$ cat config.mk
export PLATFORM = sky130hd
export DESIGN_NAME = wakeup_flags_reset_nmi_entry
export DESIGN_NICKNAME = d
export VERILOG_FILES = /design/src/rtl/wake_pkg.sv /design/src/rtl/wakeup_flags_reset_nmi_entry.sv /design/src/rtl/edge_detect.sv
export VERILOG_INCLUDE_DIRS = /design/src /design/src/rtl
export SDC_FILE = /design/constraint.sdc
export NUM_CORES = 1
export LEC_CHECK = 0
export ABC_AREA = 1
export BUFFER_PORTS_ARGS = -buffer_cell sky130_fd_sc_hd__clkbuf_2
export CELL_PAD_IN_SITES_DETAIL_PLACEMENT = 0
export CELL_PAD_IN_SITES_GLOBAL_PLACEMENT = 1
export CORE_MARGIN = 5
export CORE_UTILIZATION = 31
export DETAILED_ROUTE_END_ITERATION = 6
export PLACE_DENSITY_LB_ADDON = 0.1
export SLEW_MARGIN = 20
export SYNTH_ARGS = -nofsm -noshare
export SYNTH_HDL_FRONTEND = slang
export SYNTH_SLANG_ARGS = --single-unit
export TNS_END_PERCENT = 50
$ cat constraint.sdc
create_clock -name clk_i -period 1.4 [get_ports clk_i]
set_input_delay 0.42 -clock clk_i [delete_from_list [all_inputs] [get_ports clk_i]]
set_output_delay 0.42 -clock clk_i [all_outputs]
set_load 0.01 [all_outputs]
$ cat src/rtl/wake_map.svh
// Register offsets, field positions, reset values and timing counts of the wakeup and reset entry block.
`ifndef WAKE_MAP_SVH
`define WAKE_MAP_SVH

`define WK_OFS_FLAGS      8'h00
`define WK_OFS_EDGE_ONE   8'h04
`define WK_OFS_EDGE_TWO   8'h08
`define WK_OFS_IEN_ONE    8'h0C
`define WK_OFS_PIN_FUNC   8'h10
`define WK_OFS_IRQ_STAT   8'h14
`define WK_OFS_IRQ_MASK   8'h18
`define WK_OFS_CCR        8'h1C
`define WK_OFS_PC         8'h20

`define WK_FLAGS_RSVD     8'hC0
`define WK_NMI_EDGE_BIT   0
`define WK_GROUP_EN_BIT   0
`define WK_CCR_I_BIT      7
`define WK_IRQ_WAKE_BIT   0
`define WK_IRQ_NMI_BIT    1
`define WK_IRQ_BOOT_BIT   2

`define WK_VEC_HI_ADDR    16'h0000
`define WK_VEC_LO_ADDR    16'h0001
`define WK_RESET_MIN_CYC  4'hA

`endif

$ cat src/rtl/wake_pkg.sv
// Types shared by the wakeup flag, reset entry and nonmaskable interrupt logic.
package wake_pkg;

    typedef enum logic [2:0]
    {
        ST_HALT     = 3'b000,
        ST_WAIT_REL = 3'b001,
        ST_SET_I    = 3'b010,
        ST_FETCH_HI = 3'b011,
        ST_FETCH_LO = 3'b100,
        ST_RUN      = 3'b101
    } boot_state_t;

endpackage

$ cat src/rtl/wakeup_flags_reset_nmi_entry.sv
// Wakeup request flags, reset entry sequence and nonmaskable interrupt front end with a Wishbone slave.
//
// Notes on behaviour
// - Flag register bits 7 and 6 read one.
// - Selected edge on interrupt pin sets flag.
// - Flags reset to zero, cleared by writing zero.
// - Reset pin low halts everything at once.
// - Reset initialises CPU state and all registers; the pin reset here leaves the bus slave and low-time registers uncleared.
// - Long enough reset release starts entry sequence.
// - Entry first sets the interrupt mask bit.
// - Vector from 0000-0001 loads program counter.
// - Nonmaskable edge polarity chosen by control bit.
// - Nonmaskable interrupt top priority, ignores mask bit.
// - Each wakeup pin has own polarity select.
// - One common enable gates all wakeup requests.
// - Maskable requests accepted only when mask zero.
//
// Decided for this implementation: the Wishbone register port and the placing of the registers.
`include "wake_map.svh"
`timescale 1ns/1ps
`default_nettype none

module wakeup_flags_reset_nmi_entry
    import wake_pkg::*;
#(
    parameter int NWAKE = 6
) (
    input  wire logic             clk_i,              // System clock, 125 MHz.
    input  wire logic             rst_i,              // Synchronous reset, active high.
    input  wire logic             chip_reset_pin_n_i, // Chip reset pin, active low.
    input  wire logic [NWAKE-1:0] wake_pin_i,         // Wakeup pins 5 down to 0.
    input  wire logic             nmi_pin_i,          // Nonmaskable interrupt pin.
    input  wire logic             wb_cyc_i,           // Wishbone cycle.
    input  wire logic             wb_stb_i,           // Wishbone strobe.
    input  wire logic             wb_we_i,            // Wishbone write enable.
    input  wire logic [7:0]       wb_adr_i,           // Wishbone byte address.
    input  wire logic [3:0]       wb_sel_i,           // Wishbone byte selects.
    input  wire logic [31:0]      wb_dat_i,           // Wishbone write data.
    output logic      [31:0]      wb_dat_o,           // Wishbone read data.
    output logic                  wb_ack_o,           // Wishbone acknowledge.
    output logic                  vec_req_o,          // Vector byte read request.
    output logic      [15:0]      vec_addr_o,         // Vector byte address.
    input  wire logic             vec_ack_i,          // Vector byte valid.
    input  wire logic [7:0]       vec_data_i,         // Vector byte data.
    output logic                  cpu_run_o,          // CPU may execute.
    output logic      [15:0]      pc_o,               // Start address for the CPU.
    output logic                  pc_load_o,          // Pulse: pc_o holds the start address.
    output logic                  imask_o,            // Interrupt mask bit of the condition code register.
    output logic                  nmi_take_o,         // Pulse: nonmaskable interrupt accepted.
    output logic                  wake_take_o,        // Pulse: wakeup interrupt accepted.
    output logic                  irq_o               // Level interrupt, unmasked status pending.
);

    // Pin low resets the control, flag and entry registers; the bus slave and low-time registers clear on the system reset, the low-time ones also on a high pin.
    wire reset_all = rst_i | ~chip_reset_pin_n_i;

    boot_state_t state_r;
    boot_state_t state_nxt;
    logic [3:0]        low_cnt_r;
    logic [NWAKE-1:0]  flags_r;
    logic [NWAKE-1:0]  wake_rise_r;
    logic [NWAKE-1:0]  pin_func_r;
    logic              nmi_rise_r;
    logic              group_en_r;
    logic              imask_r;
    logic              nmi_pend_r;
    logic [2:0]        irq_stat_r;
    logic [2:0]        irq_mask_r;
    logic [15:0]       pc_r;
    logic              pc_load_r;
    logic              ack_r;
    logic [31:0]       rdata_r;

    wire [NWAKE-1:0] wake_edge;
    wire             nmi_edge;

    // A pin whose function select is zero gives no edge, so turning the function on later sets no flag by itself.
    edge_detect #(.N(NWAKE)) u_wake_edge (
        .clk_i  (clk_i),
        .rst_i  (reset_all),
        .pin_i  (wake_pin_i),
        .rise_i (wake_rise_r),
        .use_i  (pin_func_r),
        .edge_o (wake_edge)
    );

    edge_detect #(.N(1)) u_nmi_edge (
        .clk_i  (clk_i),
        .rst_i  (reset_all),
        .pin_i  (nmi_pin_i),
        .rise_i (nmi_rise_r),
        .use_i  (1'b1),
        .edge_o (nmi_edge)
    );

    // Bus decode. Writes take effect on the edge at which the master sees ack.
    wire       bus_req  = wb_cyc_i & wb_stb_i;
    wire       wr_ok    = bus_req & wb_we_i & ack_r & wb_sel_i[0];
    wire [7:0] wd       = wb_dat_i[7:0];
    wire       wr_flags = wr_ok & (wb_adr_i == `WK_OFS_FLAGS);
    wire       wr_edge1 = wr_ok & (wb_adr_i == `WK_OFS_EDGE_ONE);
    wire       wr_edge2 = wr_ok & (wb_adr_i == `WK_OFS_EDGE_TWO);
    wire       wr_ien   = wr_ok & (wb_adr_i == `WK_OFS_IEN_ONE);
    wire       wr_func  = wr_ok & (wb_adr_i == `WK_OFS_PIN_FUNC);
    wire       wr_stat  = wr_ok & (wb_adr_i == `WK_OFS_IRQ_STAT);
    wire       wr_mask  = wr_ok & (wb_adr_i == `WK_OFS_IRQ_MASK);
    wire       wr_ccr   = wr_ok & (wb_adr_i == `WK_OFS_CCR);

    // Only written zeros clear; ones and the reserved bits are ignored.
    // A set in the same cycle as a clear wins so that no edge is lost.
    wire [NWAKE-1:0] flags_nxt;
    genvar fi;
    generate
        for (fi = 0; fi < NWAKE; fi++)
        begin : g_flag
            wire clr_bit = wr_flags & ~wd[fi];
            wire set_bit = wake_edge[fi];
            assign flags_nxt[fi] = (flags_r[fi] & ~clr_bit) | set_bit;
        end
    endgenerate

    // Interrupt acceptance only while the CPU runs, so nothing is taken before the stack is set up.
    wire running   = (state_r == ST_RUN);
    wire wake_pend = group_en_r & (|flags_r);
    wire nmi_take  = running & nmi_pend_r;
    wire wake_take = running & wake_pend & ~imask_r & ~nmi_pend_r;

    wire [2:0] irq_event = {pc_load_r, nmi_edge, |wake_edge};
    wire [2:0] stat_nxt;

    // Status bits stay set until a one is written; an event in the clearing cycle keeps its bit.
    genvar si;
    generate
        for (si = 0; si <= `WK_IRQ_BOOT_BIT; si++)
        begin : g_stat
            wire clr_bit = wr_stat & wd[si];
            assign stat_nxt[si] = (irq_stat_r[si] & ~clr_bit) | irq_event[si];
        end
    endgenerate

    wire [7:0] flags_rd = `WK_FLAGS_RSVD | {{(8-NWAKE){1'b0}}, flags_r};
    // Only the mask bit of the condition code register lives here; the other bits read zero.
    wire [7:0] ccr_rd   = {imask_r, 7'h00};

    logic [31:0] rd_mux;
    always_comb
    begin
        case (wb_adr_i)
            `WK_OFS_FLAGS:    rd_mux = {24'h000000, flags_rd};
            `WK_OFS_EDGE_ONE: rd_mux = {31'h00000000, nmi_rise_r};
            `WK_OFS_EDGE_TWO: rd_mux = {{(32-NWAKE){1'b0}}, wake_rise_r};
            `WK_OFS_IEN_ONE:  rd_mux = {31'h00000000, group_en_r};
            `WK_OFS_PIN_FUNC: rd_mux = {{(32-NWAKE){1'b0}}, pin_func_r};
            `WK_OFS_IRQ_STAT: rd_mux = {29'h00000000, irq_stat_r};
            `WK_OFS_IRQ_MASK: rd_mux = {29'h00000000, irq_mask_r};
            `WK_OFS_CCR:      rd_mux = {24'h000000, ccr_rd};
            `WK_OFS_PC:       rd_mux = {16'h0000, pc_r};
            default:          rd_mux = 32'h00000000;
        endcase
    end

    // Reset entry sequencer.
    // The mask bit is set before the fetch so that no maskable request slips in while the vector loads.
    wire long_low = (low_cnt_r >= `WK_RESET_MIN_CYC);
    always_comb
    begin
        state_nxt = state_r;
        case (state_r)
            ST_HALT:     state_nxt = long_low ? ST_SET_I : ST_WAIT_REL;
            ST_WAIT_REL: state_nxt = ST_WAIT_REL;
            ST_SET_I:    state_nxt = ST_FETCH_HI;
            ST_FETCH_HI: state_nxt = vec_ack_i ? ST_FETCH_LO : ST_FETCH_HI;
            ST_FETCH_LO: state_nxt = vec_ack_i ? ST_RUN : ST_FETCH_LO;
            ST_RUN:      state_nxt = ST_RUN;
            default:     state_nxt = ST_HALT;
        endcase
    end

    // The low-time counter must survive the pin reset, so only the system reset and a high pin clear it.
    // A release after too short a low time leaves the device halted until a proper pulse.
    always_ff @(posedge clk_i)
    begin
        if (rst_i)
            low_cnt_r <= 4'h0;
        else if (chip_reset_pin_n_i)
            low_cnt_r <= 4'h0;
        else if (!long_low)
            low_cnt_r <= low_cnt_r + 4'h1;
    end

    // The pin release is only evaluated in ST_HALT; the count is sampled into low_seen_r on the last cycle before release.
    logic low_seen_r;
    always_ff @(posedge clk_i)
    begin
        if (rst_i)
            low_seen_r <= 1'b0;
        else if (!chip_reset_pin_n_i)
            low_seen_r <= long_low | (low_cnt_r == (`WK_RESET_MIN_CYC - 4'h1));
        else
            low_seen_r <= 1'b0;
    end

    always_ff @(posedge clk_i)
    begin
        if (reset_all)
            state_r <= ST_HALT;
        else if (state_r == ST_HALT)
            state_r <= low_seen_r ? ST_SET_I : ST_WAIT_REL;
        else
            state_r <= state_nxt;
    end

    always_ff @(posedge clk_i)
    begin
        if (reset_all)
        begin
            imask_r   <= 1'b0;
            pc_r      <= 16'h0000;
            pc_load_r <= 1'b0;
        end
        else
        begin
            pc_load_r <= (state_r == ST_FETCH_LO) & vec_ack_i;
            if (state_r == ST_SET_I)
                imask_r <= 1'b1;
            else if (wake_take)
                imask_r <= 1'b1;
            else if (wr_ccr)
                imask_r <= wd[`WK_CCR_I_BIT];
            // The start address is assembled high byte first, in the order of the fetch.
            if ((state_r == ST_FETCH_HI) & vec_ack_i)
                pc_r[15:8] <= vec_data_i;
            if ((state_r == ST_FETCH_LO) & vec_ack_i)
                pc_r[7:0] <= vec_data_i;
        end
    end

    always_ff @(posedge clk_i)
    begin
        if (reset_all)
        begin
            flags_r     <= '0;
            wake_rise_r <= '0;
            pin_func_r  <= '0;
            nmi_rise_r  <= 1'b0;
            group_en_r  <= 1'b0;
            nmi_pend_r  <= 1'b0;
            irq_stat_r  <= 3'h0;
            irq_mask_r  <= 3'h0;
        end
        else
        begin
            flags_r    <= flags_nxt;
            irq_stat_r <= stat_nxt;
            nmi_pend_r <= nmi_edge | (nmi_pend_r & ~nmi_take);
            if (wr_edge1)
                nmi_rise_r <= wd[`WK_NMI_EDGE_BIT];
            if (wr_edge2)
                wake_rise_r <= wd[NWAKE-1:0];
            if (wr_ien)
                group_en_r <= wd[`WK_GROUP_EN_BIT];
            if (wr_func)
                pin_func_r <= wd[NWAKE-1:0];
            if (wr_mask)
                irq_mask_r <= wd[2:0];
        end
    end

    // Bus slave: ack one cycle after the request, dropped the cycle after.
    // Only byte lane zero carries register data; a write without it is acknowledged and dropped.
    always_ff @(posedge clk_i)
    begin
        if (rst_i)
        begin
            ack_r   <= 1'b0;
            rdata_r <= 32'h00000000;
        end
        else
        begin
            ack_r <= bus_req & ~ack_r;
            if (bus_req & ~ack_r)
                rdata_r <= rd_mux;
        end
    end

    assign wb_ack_o    = ack_r;
    assign wb_dat_o    = rdata_r;
    assign vec_req_o   = (state_r == ST_FETCH_HI) | (state_r == ST_FETCH_LO);
    assign vec_addr_o  = (state_r == ST_FETCH_LO) ? `WK_VEC_LO_ADDR : `WK_VEC_HI_ADDR;
    assign cpu_run_o   = running;
    assign pc_o        = pc_r;
    assign pc_load_o   = pc_load_r;
    assign imask_o     = imask_r;
    assign nmi_take_o  = nmi_take;
    assign wake_take_o = wake_take;
    assign irq_o       = |(irq_stat_r & irq_mask_r);

endmodule // wakeup_flags_reset_nmi_entry

`default_nettype wire

$ cat src/rtl/edge_detect.sv
// Per-pin edge detector with individual polarity select and pin function gate.
`timescale 1ns/1ps
`default_nettype none

module edge_detect #(
    parameter int N = 6
) (
    input  wire logic         clk_i,   // System clock.
    input  wire logic         rst_i,   // Synchronous reset, active high.
    input  wire logic [N-1:0] pin_i,   // Pin levels, synchronous to clk_i.
    input  wire logic [N-1:0] rise_i,  // One selects rising edge, zero falling.
    input  wire logic [N-1:0] use_i,   // One where the pin is an interrupt input.
    output logic      [N-1:0] edge_o   // One-cycle pulse per detected edge.
);

    logic [N-1:0] prev_r;
    logic         valid_r;

    // The first sample after reset only primes the history so that a pin idling high gives no false edge.
    always_ff @(posedge clk_i)
    begin
        if (rst_i)
        begin
            prev_r  <= '0;
            valid_r <= 1'b0;
        end
        else
        begin
            prev_r  <= pin_i;
            valid_r <= 1'b1;
        end
    end

    genvar g;
    generate
        for (g = 0; g < N; g++)
        begin : g_bit
            wire rise_seen = pin_i[g] & ~prev_r[g];
            wire fall_seen = ~pin_i[g] & prev_r[g];
            assign edge_o[g] = valid_r & use_i[g] & (rise_i[g] ? rise_seen : fall_seen);
        end
    endgenerate

endmodule // edge_detect

`default_nettype wire

Word level (Yosys, flattened, before mapping):

Cells that the tools add are included.

* bits of input ports: 66
* logic and storage cells: 175
* bits in registers: 94

* order comparisons: 1
* add/subtract/negate cells: 1
* reduce and logical (&&, ||, !) cells: 7
* eq/ne operators: 14
* muxes and demuxes: 18
* bitwise operators: 114

Operators with widths (number)
* $pmux 16 s9: 1
* $and 1x1->1: 66
* $not 1->1: 34
* $eq 8x5->1 const B: 4
* $eq 8x4->1 const B: 2
* $pmux 3 s5: 1
* $mux 1: 13
* $or 1x1->1: 13
* $reduce_or 6->1: 2
* $eq 8x3->1 const B: 1
* $eq 8x6->1 const B: 1
* $logic_not 8->1: 1
* $eq 3x2->1 const B: 2
* $eq 3x3->1 const B: 2
* $mux 3: 2
* $add 4x1->4 const B: 1
* $eq 4x4->1 const B: 1
* $ge 4x4->1 const B: 1
* $and 3x3->3: 1
* $eq 3x1->1 const B: 1
* $logic_not 3->1: 1
* $reduce_bool 3->1: 1
* $reduce_or 3->1: 1
* $mux 2: 1
* $reduce_or 2->1: 1

Depth between registers and ports, before layout:

Gate-level depths: netlist of run 1.

* depth after elaboration: 9
* depth in mapped cells: 9
* depth with buffers taken out: 9

By module:

Synthesis of run 1 repeated with hierarchy kept, for this count alone.

* cell total of the unflattened synthesis: 555
* area total of the unflattened synthesis: 3807.4 um2

Modules (own cells, without submodules)
* wakeup_flags_reset_nmi_entry: seq. area each 1401.3 um2, area an instance 3348.2 um2, instances 1, cells an instance 475
* edge_detect (u_wake_edge): seq. area each 140.1 um2, area an instance 381.6 um2, instances 1, cells an instance 69
* edge_detect (u_nmi_edge): seq. area each 40.0 um2, area an instance 77.6 um2, instances 1, cells an instance 11

Least setup slack after synthesis of run 1:

OpenSTA, ideal clock, no wires.

* path kind: reg-to-output
* start point: register state_r[1]
* end point: output port vec_req_o
* setup slack: 0.015 ns
* stages on the path, launching flop included: 6
* data required time: 0.980 ns
* buffers on the path: 0
* arrival: 0.965 ns
* path through: dfxtp_1 inv_1 nor2_1 inv_1 nor2_2 or2_2

* word-level cells in the longest chain between the ends: 2
* elaborated cells on any way between the ends: 3
* classes of those cells: eq/ne (2); bitwise (1)

Ends and longest elaborated chain
* from (decl): line wakeup_flags_reset_nmi_entry.sv:57 `boot_state_t state_r;`
* from (signal assigned): line wakeup_flags_reset_nmi_entry.sv:208 `state_r <= low_seen_r ? ST_SET_I : ST_WAIT_REL;`
* from (signal assigned): line wakeup_flags_reset_nmi_entry.sv:210 `state_r <= state_nxt;`
* $eq 3x2->1 or $eq 3x3->1 (tied branches): line wakeup_flags_reset_nmi_entry.sv:288 `assign vec_req_o = (state_r == ST_FETCH_HI) | (state_r == ST_FETCH_LO);`
* $or 1x1->1 (*): line wakeup_flags_reset_nmi_entry.sv:288
* to (decl): line wakeup_flags_reset_nmi_entry.sv:41 `output logic vec_req_o,`

Mark *: on every way between the ends. The rest lies on a longest branch, timed or not.

Worst setup path after layout of run 1:

Same ends and word-level chain as after synthesis.

==> results of run 1 <==
power groups by stage:
stage / Clock [W] / Combinational [W] / Sequential, W
after global placement: 0 / 0.000326 / 0.00230
final: 0.00217 / 0.000341 / 0.00225
after CTS: 0.00224 / 0.000339 / 0.00225
after floorplan: 0 / 0.000236 / 0.00230
after detailed placement: 0 / 0.000329 / 0.00230
after global routing: 0.00231 / 0.000382 / 0.00225
area by class of cell:
class,count,area share [%]
Sequential cell,78,32.7
Tap cell,147,3.81
Timing Repair Buffer,123,15.9
Clock buffer,11,5.03
Multi-Input combinational cell,368,37.5
Clock inverter,5,0.726
Inverter,55,4.36
path summary, 6_finish.rpt:
| check | depth (start not counted) | to | slack [ns] | startpoint |
|---|---|---|---|---|
| worst min register to register | 2 | wb_dat_o[12] | 0.46 | wb_dat_o[12] |
| worst min-delay path | 3 | u_nmi_edge.prev_r | 0.31 | nmi_pin_i |
| worst max-delay path | 5 | vec_req_o | -0.26 | state_r[1] |
| worst max register to register | 8 | wake_rise_r[1] | 0.13 | wb_ack_o |
sequential cells by signal (all words and copies together) (netlist names), 3 cells and up:
signal and flops:
flags_r 6, irq_mask_r 3, irq_stat_r 3, low_cnt_r 4, pc_o 16, pin_func_r 6, state_r 3, u_wake_edge.prev_r 6
wake_rise_r 6, wb_dat_o 16
timing repair:
action	CTS	global route
endpoints found under the setup margin	6	30
pin swaps	2	7
gates resized for setup	16	20
setup buffers	5	1
cell usage after synthesis (3+ instances only):
cell | number | area (sq um)
nand2_1 | 117 | 439
dfxtp_1 | 78 | 1560
a21oi_1 | 59 | 295
inv_1 | 47 | 176
nor2_1 | 45 | 169
nand3_1 | 34 | 170
buf_4 | 32 | 240
o21ai_0 | 28 | 140
o21ai_1 | 12 | 60.1
nand4_1 | 8 | 50.1
inv_2 | 6 | 22.5
nor2_4 | 6 | 67.6
buf_2 | 5 | 25.0
clkbuf_1 | 5 | 18.8
nand2_2 | 5 | 31.3
nor2_2 | 4 | 25.0
a311oi_1 | 3 | 26.3
ha_1 | 3 | 37.5
metal layers:
layer | global-route usage (%) | share of wire, % | up-vias
met5 | 0 | 0 | -
met4 | 6.01 | 1.6 | 0
met3 | 3.80 | 6.0 | 11
met2 | 23.5 | 45 | 90
met1 | 19.4 | 47 | 1617
li1 | - | - | 1852
logic make-up (layout without fill, tap and decap cells):
kind of cell             Yosys count  after routing  synth area share (%)
buffers and inverters             98            194                  13.4
AO/OA/AOI/OAI                    108            108                  15.5
flip-flops                        78             78                  42.1
other                              1             31                 0.101
adder cells (fa/ha/maj)            3              3                  1.01
AND/OR/NAND/NOR                  226            226                  27.9
tightest hold or removal path, cell delays in order:
cell,delay (ns)
clkbuf_2,0.08
inv_1,0.07
nor2_1,0.04
cell usage in the layout, fill, tap and decap left out, drive strengths merged:
cell type  netlist  layout
o211ai           1       1
ha               3       3
a21oi           60      60
o21ai           41      41
nand3b           1       1
conb             1      31
buf             38      50
a211oi           1       1
a32o             1       1
clkinv           1       5
nand3           36      36
dfxtp           78      78
clkbuf           5      84
o2111ai          1       1
nor3             2       2
a311oi           3       3
nand2          122     122
nor2            56      56
clkinvlp         0       1
or2              1       1
inv             54      54
nand4            8       8
through the flow:
stage	power (W)	setup WS [ns]	area (sq um)
floorplan	0.00253	0.0147	3820
global placement	0.00263	-0.214	4430
detailed placement	0.00263	-0.220	4430
CTS	0.00484	-0.298	4780
global route	0.00495	-0.329	4830
finish	0.00476	-0.262	4830
==> run_results.csv, run 1 <==
group,metric,value,unit
cts,clock-sinks,78,
cells_and_area,layout-drive-gt1-share,29.7,%
cts,clock_tree.root_cell,"clkbuf_16",
cells_and_area,final-instance-count-excl-fill,787,
pwr,sw_frac_of_total,24.3,%
detailed_routing,number_of_drc_violations_after_detailed_routing,0,
run_status,violations,"negative setup slack",
global_routing,track_usage,14.9,%
detailed_routing,total_iterations_of_the_first_detailed_routing_run,4,
logic_synthesis,async_reset_ff_share,0,%
cells_and_area,layout.area.seq,1580,sq um
cells_and_area,finalCoreUtilization,40.7,%
detailed_routing,route.detailed.wl_per_inst,13.4,um
timing,report.final.slew_viol_count,0,
global_routing,gr-total-overflow,0,
placed_design,numPortBuffers,78,
cts,worstSkewPairLatency,0.34,ns
critical_path,end_kind,"primary output",
timing,final_hold_viol_count,0,
timing,fin_worst_skew,0.00620,ns
cells_and_area,layout-area-overhead-vs-synth,30.1,%
die,die_area,14300,sq um
critical_path,crit_path_start_kind,"register",
global_routing,grt_pass1_wl,16700,um
critical_path,path_class,"register to primary output",
cts,cts_tree,"done",
cts,htreeDepth,3,
timing,timing.final.crit_period,1.66,ns
critical_path,worstPathArrival,1.24,ns
timing,setup_violations,5,
pwr,power.ir.vdd_worst,401,uV
placed_design,place.gp.congestion,0.795,
critical_path,crit_path_max_fanout,3,
logic_synthesis,netlist_instances,514,
cells_and_area,diodes,0,
logic_synthesis,mean_instance_size_in_the_synthesized_netlist,7.22,sq um
cts,cts_inserted_buffers,9,
die,io-pin-count,138,
min_path,worstHoldPathType,"input port to register",
cts,cts_buffer_depth,2,
cells_and_area,number_of_nets_in_the_layout,704,
logic_synthesis,post_synthesis_sequential_area_ratio,42.1,%
logic_synthesis,synth-edff-count,0,
cells_and_area,multi_input_area,1810,sq um
pwr,power_frac_comb,7.2,%
die,initial_utilization,31.3,%
global_routing,maximum_number_of_pins_on_one_net_before_global_route_repair,18,
logic_synthesis,yosys_warnings,0,
global_routing,vias_in_the_first_global_route,3321,
flow_run,drv.max_cap_violation_count,0,
timing,timing.hold.ws,0.315,ns
detailed_routing,drt_first_iter_violations,169,
pwr,power.density_cell_area,987,nW/um^2
logic_synthesis,synth-main-ff-cell,"dfxtp_1",
critical_path,cp.required,0.98,ns
die,fp-row-count,40,
timing,totalNegativeSetupSlack,-0.920,ns
critical_path,critical_path.max_stage_delay,0.37,ns
die,die_width,119,um
run_status,outcome,"complete, but fails checks",
logic_synthesis,number_of_storage_elements_in_the_synthesis_netlist,78,
logic_synthesis,post_synth_num_cell_types,35,
pwr,internal_power,0.00361,W
detailed_routing,totalWireLength,10600,um
cells_and_area,fillerInstances,1276,
cts,clk_pin_slew,0.06,ns
pwr,net_switching_power,0.00115,W
critical_path,critical_path.top_delay_family,"flip-flops",
global_routing,antenna_found_initial,0,
pwr,power.sequential.fraction,47.3,%
critical_path,path_buf_inv,2,
timing,maxClockFrequency,602,MHz
die,chipHeight,119,um
critical_path,critPathSlowestCell,"dfxtp_4",
detailed_routing,via_count,3570,
pwr,power.leakage,2.18,nW
placed_design,post-place-cells,766,
cts,ctsHoldBuffers,0,
timing,setup_ws,-0.262,ns
logic_synthesis,mappedNetlistArea,3710,sq um
die,coreArea,11900,sq um
pwr,power_frac_clock,45.5,%
timing,period_share,119,%
timing,grt_setup_unrepaired,"true",
placed_design,detailedPlacementHpwl,8550,um
critical_path,cp_cell_sequence,"inv_2, nand2_2, nor2_4, or2_4, clkbuf_2",
detailed_routing,drt.antenna.violating_nets,0,
detailed_routing,detail_route.vias_per_cell,4.54,
No activity file was read; power rests on OpenSTA's default activity.
==> run 2, diff against run 1 <==
--- a/config.mk
+++ b/config.mk
@@ -6,12 +6,12 @@
 export SDC_FILE = /design/constraint.sdc
 export NUM_CORES = 1
 export LEC_CHECK = 0
-export ABC_AREA = 1
+export ABC_AREA = 0
 export BUFFER_PORTS_ARGS = -buffer_cell sky130_fd_sc_hd__clkbuf_2
 export CELL_PAD_IN_SITES_DETAIL_PLACEMENT = 0
 export CELL_PAD_IN_SITES_GLOBAL_PLACEMENT = 1
 export CORE_MARGIN = 5
-export CORE_UTILIZATION = 31
+export CORE_UTILIZATION = 32
 export DETAILED_ROUTE_END_ITERATION = 6
 export PLACE_DENSITY_LB_ADDON = 0.1
 export SLEW_MARGIN = 20
==> run_results.csv, run 2 <==
group,metric,value,unit
critical_path,cp_cell_sequence,"or3b_4, a211oi_2, buf_2",
timing,fin_worst_skew,0.00805,ns
logic_synthesis,post_synthesis_sequential_area_ratio,41.3,%
cells_and_area,layout-drive-gt1-share,41.4,%
timing,report.final.slew_viol_count,0,
cts,ctsHoldBuffers,0,
cts,cts_tree,"done",
timing,timing.hold.ws,0.298,ns
die,die_area,14100,sq um
placed_design,detailed_place.area,4750,sq um
logic_synthesis,mappedNetlistArea,3780,sq um
timing,grt_setup_unrepaired,"true",
cells_and_area,final-instance-count-excl-fill,742,
cts,htreeDepth,3,
placed_design,post-place-cells,718,
die,die_width,119,um
cells_and_area,final_common_cell,"dfxtp_1",
cts,cts_buffer_depth,2,
die,chipHeight,119,um
pwr,power.leakage,2.23,nW
cts,worstSkewPairLatency,0.35,ns
cells_and_area,fin_area,5490,sq um
timing,final_hold_viol_count,0,
logic_synthesis,synth-main-ff-cell,"dfxtp_1",
cts,clock_tree.root_cell,"clkbuf_16",
critical_path,crit_path_max_fanout,2,
min_path,hold_end,"u_wake_edge.prev_r[3]",
logic_synthesis,post_synth_num_cell_types,50,
logic_synthesis,mean_instance_size_in_the_synthesized_netlist,8.44,sq um
timing,maxClockFrequency,549,MHz
global_routing,grt_pass1_wl,19400,um
min_path,min-delay-start,"wake_pin_i[3]",
cells_and_area,fillerInstances,1155,
placed_design,detailedPlacementHpwl,9200,um
detailed_routing,route.detailed.wl_per_inst,16.3,um
critical_path,terminus_of_the_critical_flop_to_flop_path,"wake_rise_r[1]",
cells_and_area,mostFrequentLayoutCells,"68 x dfxtp_1, 67 x clkbuf_2, 61 x buf_4, 51 x nand2_1, 38 x nor2_1",
logic_synthesis,async_reset_ff_share,0,%
critical_path,critical_path.max_stage_delay,0.38,ns
critical_path,reg2reg_from,"wb_ack_o",
placed_design,place.gp.congestion,0.822,
run_status,outcome,"complete, but fails checks",
min_path,timing.hold.worst_path_depth,2,
global_routing,track_usage,17.4,%
timing,setup_violations,46,
logic_synthesis,yosys.area.top_type_share,41.3,%
detailed_routing,via_count,3673,
timing,timing.final.crit_period,1.82,ns
pwr,power.ir.vdd_worst,542,uV
critical_path,end_kind,"primary output",
run_status,violations,"negative setup slack",
critical_path,worstPathArrival,1.40,ns
cells_and_area,diodes,0,
logic_synthesis,synth.top_cells.by_area,"dfxtp_1 41%, buf_4 6.2%, a21oi_1 6.1%, nand2_1 5.4%, mux2i_1 4.5%",
detailed_routing,total_iterations_of_the_first_detailed_routing_run,6,
detailed_routing,drt_first_iter_violations,159,
cells_and_area,number_of_nets_in_the_layout,663,
cts,clk_pin_slew,0.06,ns
timing,period_share,130,%
cells_and_area,layout.area.seq,1570,sq um
logic_synthesis,synth_commonest_cells,"78 x dfxtp_1, 54 x nand2_1, 46 x a21oi_1",
min_path,worstHoldPathType,"input port to register",
die,io-pin-count,138,
global_routing,gr-total-overflow,0,
logic_synthesis,synth_most_common_cell,"dfxtp_1",
critical_path,path_class,"register to primary output",
critical_path,cp.required,0.98,ns
die,coreArea,11500,sq um
logic_synthesis,yosys_warnings,0,
global_routing,maximum_number_of_pins_on_one_net_before_global_route_repair,22,
logic_synthesis,netlist_instances,448,
detailed_routing,detail_route.vias_per_cell,4.95,
placed_design,numPortBuffers,78,
cells_and_area,layout-area-overhead-vs-synth,45.2,%
detailed_routing,drt.antenna.violating_nets,0,
critical_path,timing.reg2reg.setup_slack,-0.09,ns
critical_path,reg2regPathDepth,4,
detailed_routing,totalWireLength,12100,um
cts,clock-sinks,78,
placed_design,dpl_worst_slack,-0.589,ns
die,fp-row-count,39,
detailed_routing,number_of_drc_violations_after_detailed_routing,0,
pwr,power.density_cell_area,958,nW/um^2
critical_path,critPathSlowestCell,"or3b_4",
global_routing,antenna_found_initial,0,
flow_run,drv.max_cap_violation_count,0,
logic_synthesis,synth-edff-count,0,
cells_and_area,finalCoreUtilization,47.7,%
die,initial_utilization,32.8,%
critical_path,crit_path_start_kind,"register",
cts,cts_inserted_buffers,9,
timing,setup_ws,-0.423,ns
critical_path,crit_path_start,"nmi_pend_r",
cells_and_area,multi_input_area,2250,sq um
logic_synthesis,number_of_storage_elements_in_the_synthesis_netlist,78,
logic_synthesis,synth_area_leader_cell,"dfxtp_1",
global_routing,vias_in_the_first_global_route,3723,
run 2: cell count changes in the layout (fill, tap and decap cells not counted), moves of 10 or more:
cell,change
inv_2,-10
o21ai_0,-15
nor2_4,-10
buf_6,+18
a22oi_1,+10
a21oi_1,-25
buf_4,+18
inv_1,-34
a21oi_2,+11
nand3_1,-26
nand2_1,-64
mux2i_1,+17
run 2: layer usage:
metal | global-route usage [%] | up-vias | part of all wire (%)
met3 | 3.96 | 11 | 5.6
met4 | 6.23 | 0 | 1.5
met1 | 22.3 | 1753 | 46
met2 | 28.7 | 98 | 47
li1 | - | 1811 | -
met5 | 0 | - | 0
run 2: what timing repair did:
| action | 4_1_cts | 5_1_grt |
|---|---|---|
| pin swaps | 20 | 21 |
| setup buffers | 8 | 1 |
| gates resized for setup | 47 | 55 |
| endpoints found under the setup margin | 49 | 61 |
run 2: logic make-up (layout without fill, tap and decap cells):
family                   Yosys count  count (layout)  share of synthesized area (%)
buffers and inverters             62             183                           9.27
adder cells (fa/ha/maj)            3               3                          0.993
flip-flops                        78              78                           41.3
AO/OA/AOI/OAI                    107             107                           17.0
multiplexers                      19              19                           5.10
other                              1              31                         0.0992
AND/OR/NAND/NOR                  177             177                           26.0
XOR/XNOR                           1               1                          0.232
run 2: power by group:
group / switching (W) / internal (W) / total [W]
Combinational: 0.000257 / 0.000185 / 0.000442
Sequential: 0.0000115 / 0.00223 / 0.00225
Clock: 0.000965 / 0.00160 / 0.00257
run 2: layout make-up:
type,instances,area share (%)
Multi-Input combinational cell,338,40.9
Sequential cell,78,28.7
Timing Repair Buffer,157,20.5
Clock buffer,10,4.35
Tap cell,143,3.26
Clock inverter,6,1.55
Inverter,10,0.730
run 2: metrics by stage:
step | power, W | TNS (ns)
final | 0.00526 | -6.09
after global routing | 0.00542 | -8.48
after CTS | 0.00526 | -6.10
after floorplan | 0.00254 | -15.17
after global placement | 0.00268 | -22.32
after detailed placement | 0.00268 | -22.58
run 2: worst max path at each step:
stage	endpoint	slack [ns]	cells past startpoint
floorplan	pin_func_r[0]	-0.50	5
global placement	pin_func_r[0]	-0.56	6
detailed placement	pin_func_r[5]	-0.59	6
CTS	wake_take_o	-0.45	3
global route	wake_take_o	-0.47	3
finish	wake_take_o	-0.42	3
run 2: worst max-delay path: cells and delay by family (launching register included):
kind	cells	cell delay [ns]
AOI/OAI and AO/OA	1	0.18
DFF	1	0.32
and+or+nand+nor	1	0.38
buffers and inverters	1	0.18
==> run 3, diff against run 2 <==
--- a/config.mk
+++ b/config.mk
@@ -11,7 +11,8 @@
 export CELL_PAD_IN_SITES_DETAIL_PLACEMENT = 0
 export CELL_PAD_IN_SITES_GLOBAL_PLACEMENT = 1
 export CORE_MARGIN = 5
-export CORE_UTILIZATION = 32
+export CORE_UTILIZATION = 33
+export CTS_BUF_LIST = sky130_fd_sc_hd__clkbuf_8
 export DETAILED_ROUTE_END_ITERATION = 6
 export PLACE_DENSITY_LB_ADDON = 0.1
 export SLEW_MARGIN = 20
==> run_results.csv, run 3 (synthesized netlist as in run 2, its figures left out) <==
group,metric,value,unit
critical_path,cp.required,0.98,ns
placed_design,numPortBuffers,78,
detailed_routing,number_of_drc_violations_after_detailed_routing,0,
detailed_routing,drt_first_iter_violations,179,
cells_and_area,layout-area-overhead-vs-synth,46.9,%
critical_path,timing.reg2reg.setup_slack,-0.08,ns
cells_and_area,diodes,0,
timing,maxClockFrequency,528,MHz
die,chipHeight,117,um
cells_and_area,layout-drive-gt1-share,45.4,%
timing,final_hold_viol_count,0,
die,initial_utilization,33.4,%
run_status,violations,"negative setup slack",
detailed_routing,met2RoutedLength,5640,um
global_routing,gr-total-overflow,0,
die,die_width,117,um
critical_path,end_kind,"primary output",
timing,period_share,135,%
timing,setup_ws,-0.492,ns
global_routing,antenna_found_initial,0,
global_routing,maximum_number_of_pins_on_one_net_before_global_route_repair,21,
cts,cts_tree,"done",
cts,cts_inserted_buffers,9,
pwr,power.ir.vdd_worst,380,uV
timing,totalNegativeSetupSlack,-5.40,ns
detailed_routing,total_iterations_of_the_first_detailed_routing_run,4,
timing,grt_setup_unrepaired,"true",
detailed_routing,length_of_routed_wiring_on_met1,5550,um
cts,clk_pin_slew,0.08,ns
cts,cts_buffer_depth,2,
pwr,power.leakage,2.24,nW
cts,clock_tree.root_cell,"clkbuf_8",
critical_path,worstPathArrival,1.47,ns
timing,timing.hold.ws,0.266,ns
cts,worstSkewPairLatency,0.36,ns
placed_design,post-place-cells,723,
detailed_routing,routed-wl-met3,686,um
critical_path,crit_path_max_fanout,2,
global_routing,grt_pass1_wl,18800,um
pwr,power.density_cell_area,759,nW/um^2
detailed_routing,highest_layer,"met4",
global_routing,track_usage,18.0,%
global_routing,vias_in_the_first_global_route,3662,
cells_and_area,fillerInstances,1116,
cts,ctsHoldBuffers,0,
placed_design,detailedPlacementHpwl,9140,um
cts,clock-sinks,78,
critical_path,crit_path_start_kind,"register",
cells_and_area,final-instance-count-excl-fill,753,
timing,report.final.slew_viol_count,0,
critical_path,terminus_of_the_critical_flop_to_flop_path,"pin_func_r[5]",
detailed_routing,via_count,3700,
timing,setup_violations,45,
die,fp-row-count,39,
critical_path,reg2regPathDepth,6,
placed_design,dpl_worst_slack,-0.594,ns
min_path,timing.hold.worst_path_depth,2,
detailed_routing,detail_route.vias_per_cell,4.91,
cells_and_area,finalCoreUtilization,49.0,%
min_path,worstHoldPathType,"input port to register",
die,io-pin-count,138,
detailed_routing,route.detailed.wl_per_inst,16.2,um
min_path,hold_end,"low_cnt_r[1]",
detailed_routing,totalWireLength,12200,um
cts,htreeDepth,3,
cells_and_area,number_of_nets_in_the_layout,675,
die,coreArea,11300,sq um
critical_path,reg2reg_from,"wb_ack_o",
detailed_routing,drt.antenna.violating_nets,0,
timing,fin_worst_skew,0.0118,ns
die,die_area,13700,sq um
critical_path,path_class,"register to primary output",
placed_design,place.gp.congestion,0.830,
run_status,outcome,"complete, but fails checks",
min_path,min-delay-start,"chip_reset_pin_n_i",
timing,timing.final.crit_period,1.89,ns
flow_run,drv.max_cap_violation_count,0,
cells_and_area,mostFrequentLayoutCells,"67 x clkbuf_2, 67 x buf_4, 66 x dfxtp_1, 53 x nand2_1, 37 x nor2_1",
## run 3: final cells by class
cell class	count	area, sq um	area share [%]
clock inverters	6	40.0	0.721
flip-flops and latches	78	1580	28.4
well taps	143	179	3.22
inverters	10	40.0	0.721
multi-input cells	338	2340	42.2
repair buffers	169	1250	22.5
clock buffers	9	124	2.23
## run 3: worst max-delay path by stage
stage	from	to	slack, ns	depth (start not counted)
after global routing	imask_o	wake_take_o	-0.52	3
after CTS	imask_o	wake_take_o	-0.51	3
final	imask_o	wake_take_o	-0.49	3
after global placement	wb_adr_i[5]	pin_func_r[3]	-0.55	6
after floorplan	wb_adr_i[2]	pin_func_r[0]	-0.50	5
after detailed placement	wb_adr_i[5]	pin_func_r[5]	-0.59	6
## run 3: what timing repair did
action,CTS,global route
pin swaps,22,28
setup buffers,7,9
resized for setup,61,73
endpoints found under the setup margin,58,68
endpoints found under the hold margin,0,0
## run 3: power breakdown
group          internal, W  switching [W]  total [W]
Combinational     0.000215       0.000271   0.000485
Clock             0.000625       0.000857    0.00148
Sequential         0.00223      0.0000128    0.00225
Total              0.00307        0.00114    0.00421
## run 3: stage by stage
stage / total power (W) / cell area [sq um]
3_3_place_gp: 0.00269 / 4790
2_1_floorplan: 0.00254 / 3960
4_1_cts: 0.00423 / 5240
6_report: 0.00421 / 5550
5_1_grt: 0.00441 / 5550
3_5_place_dp: 0.00270 / 4790
## run 3: routing by layer
layer  vias up  track usage (%)
met5         -                0
met4         0             9.40
met3        21             3.86
met2        92             27.5
met1      1744             23.9
li1       1843                -
## run 3: critical path, stage by stage, from the launching register on
cell      delay, ns
dfxtp_2        0.33
or3b_4         0.40
a211oi_4       0.20
buf_2          0.18
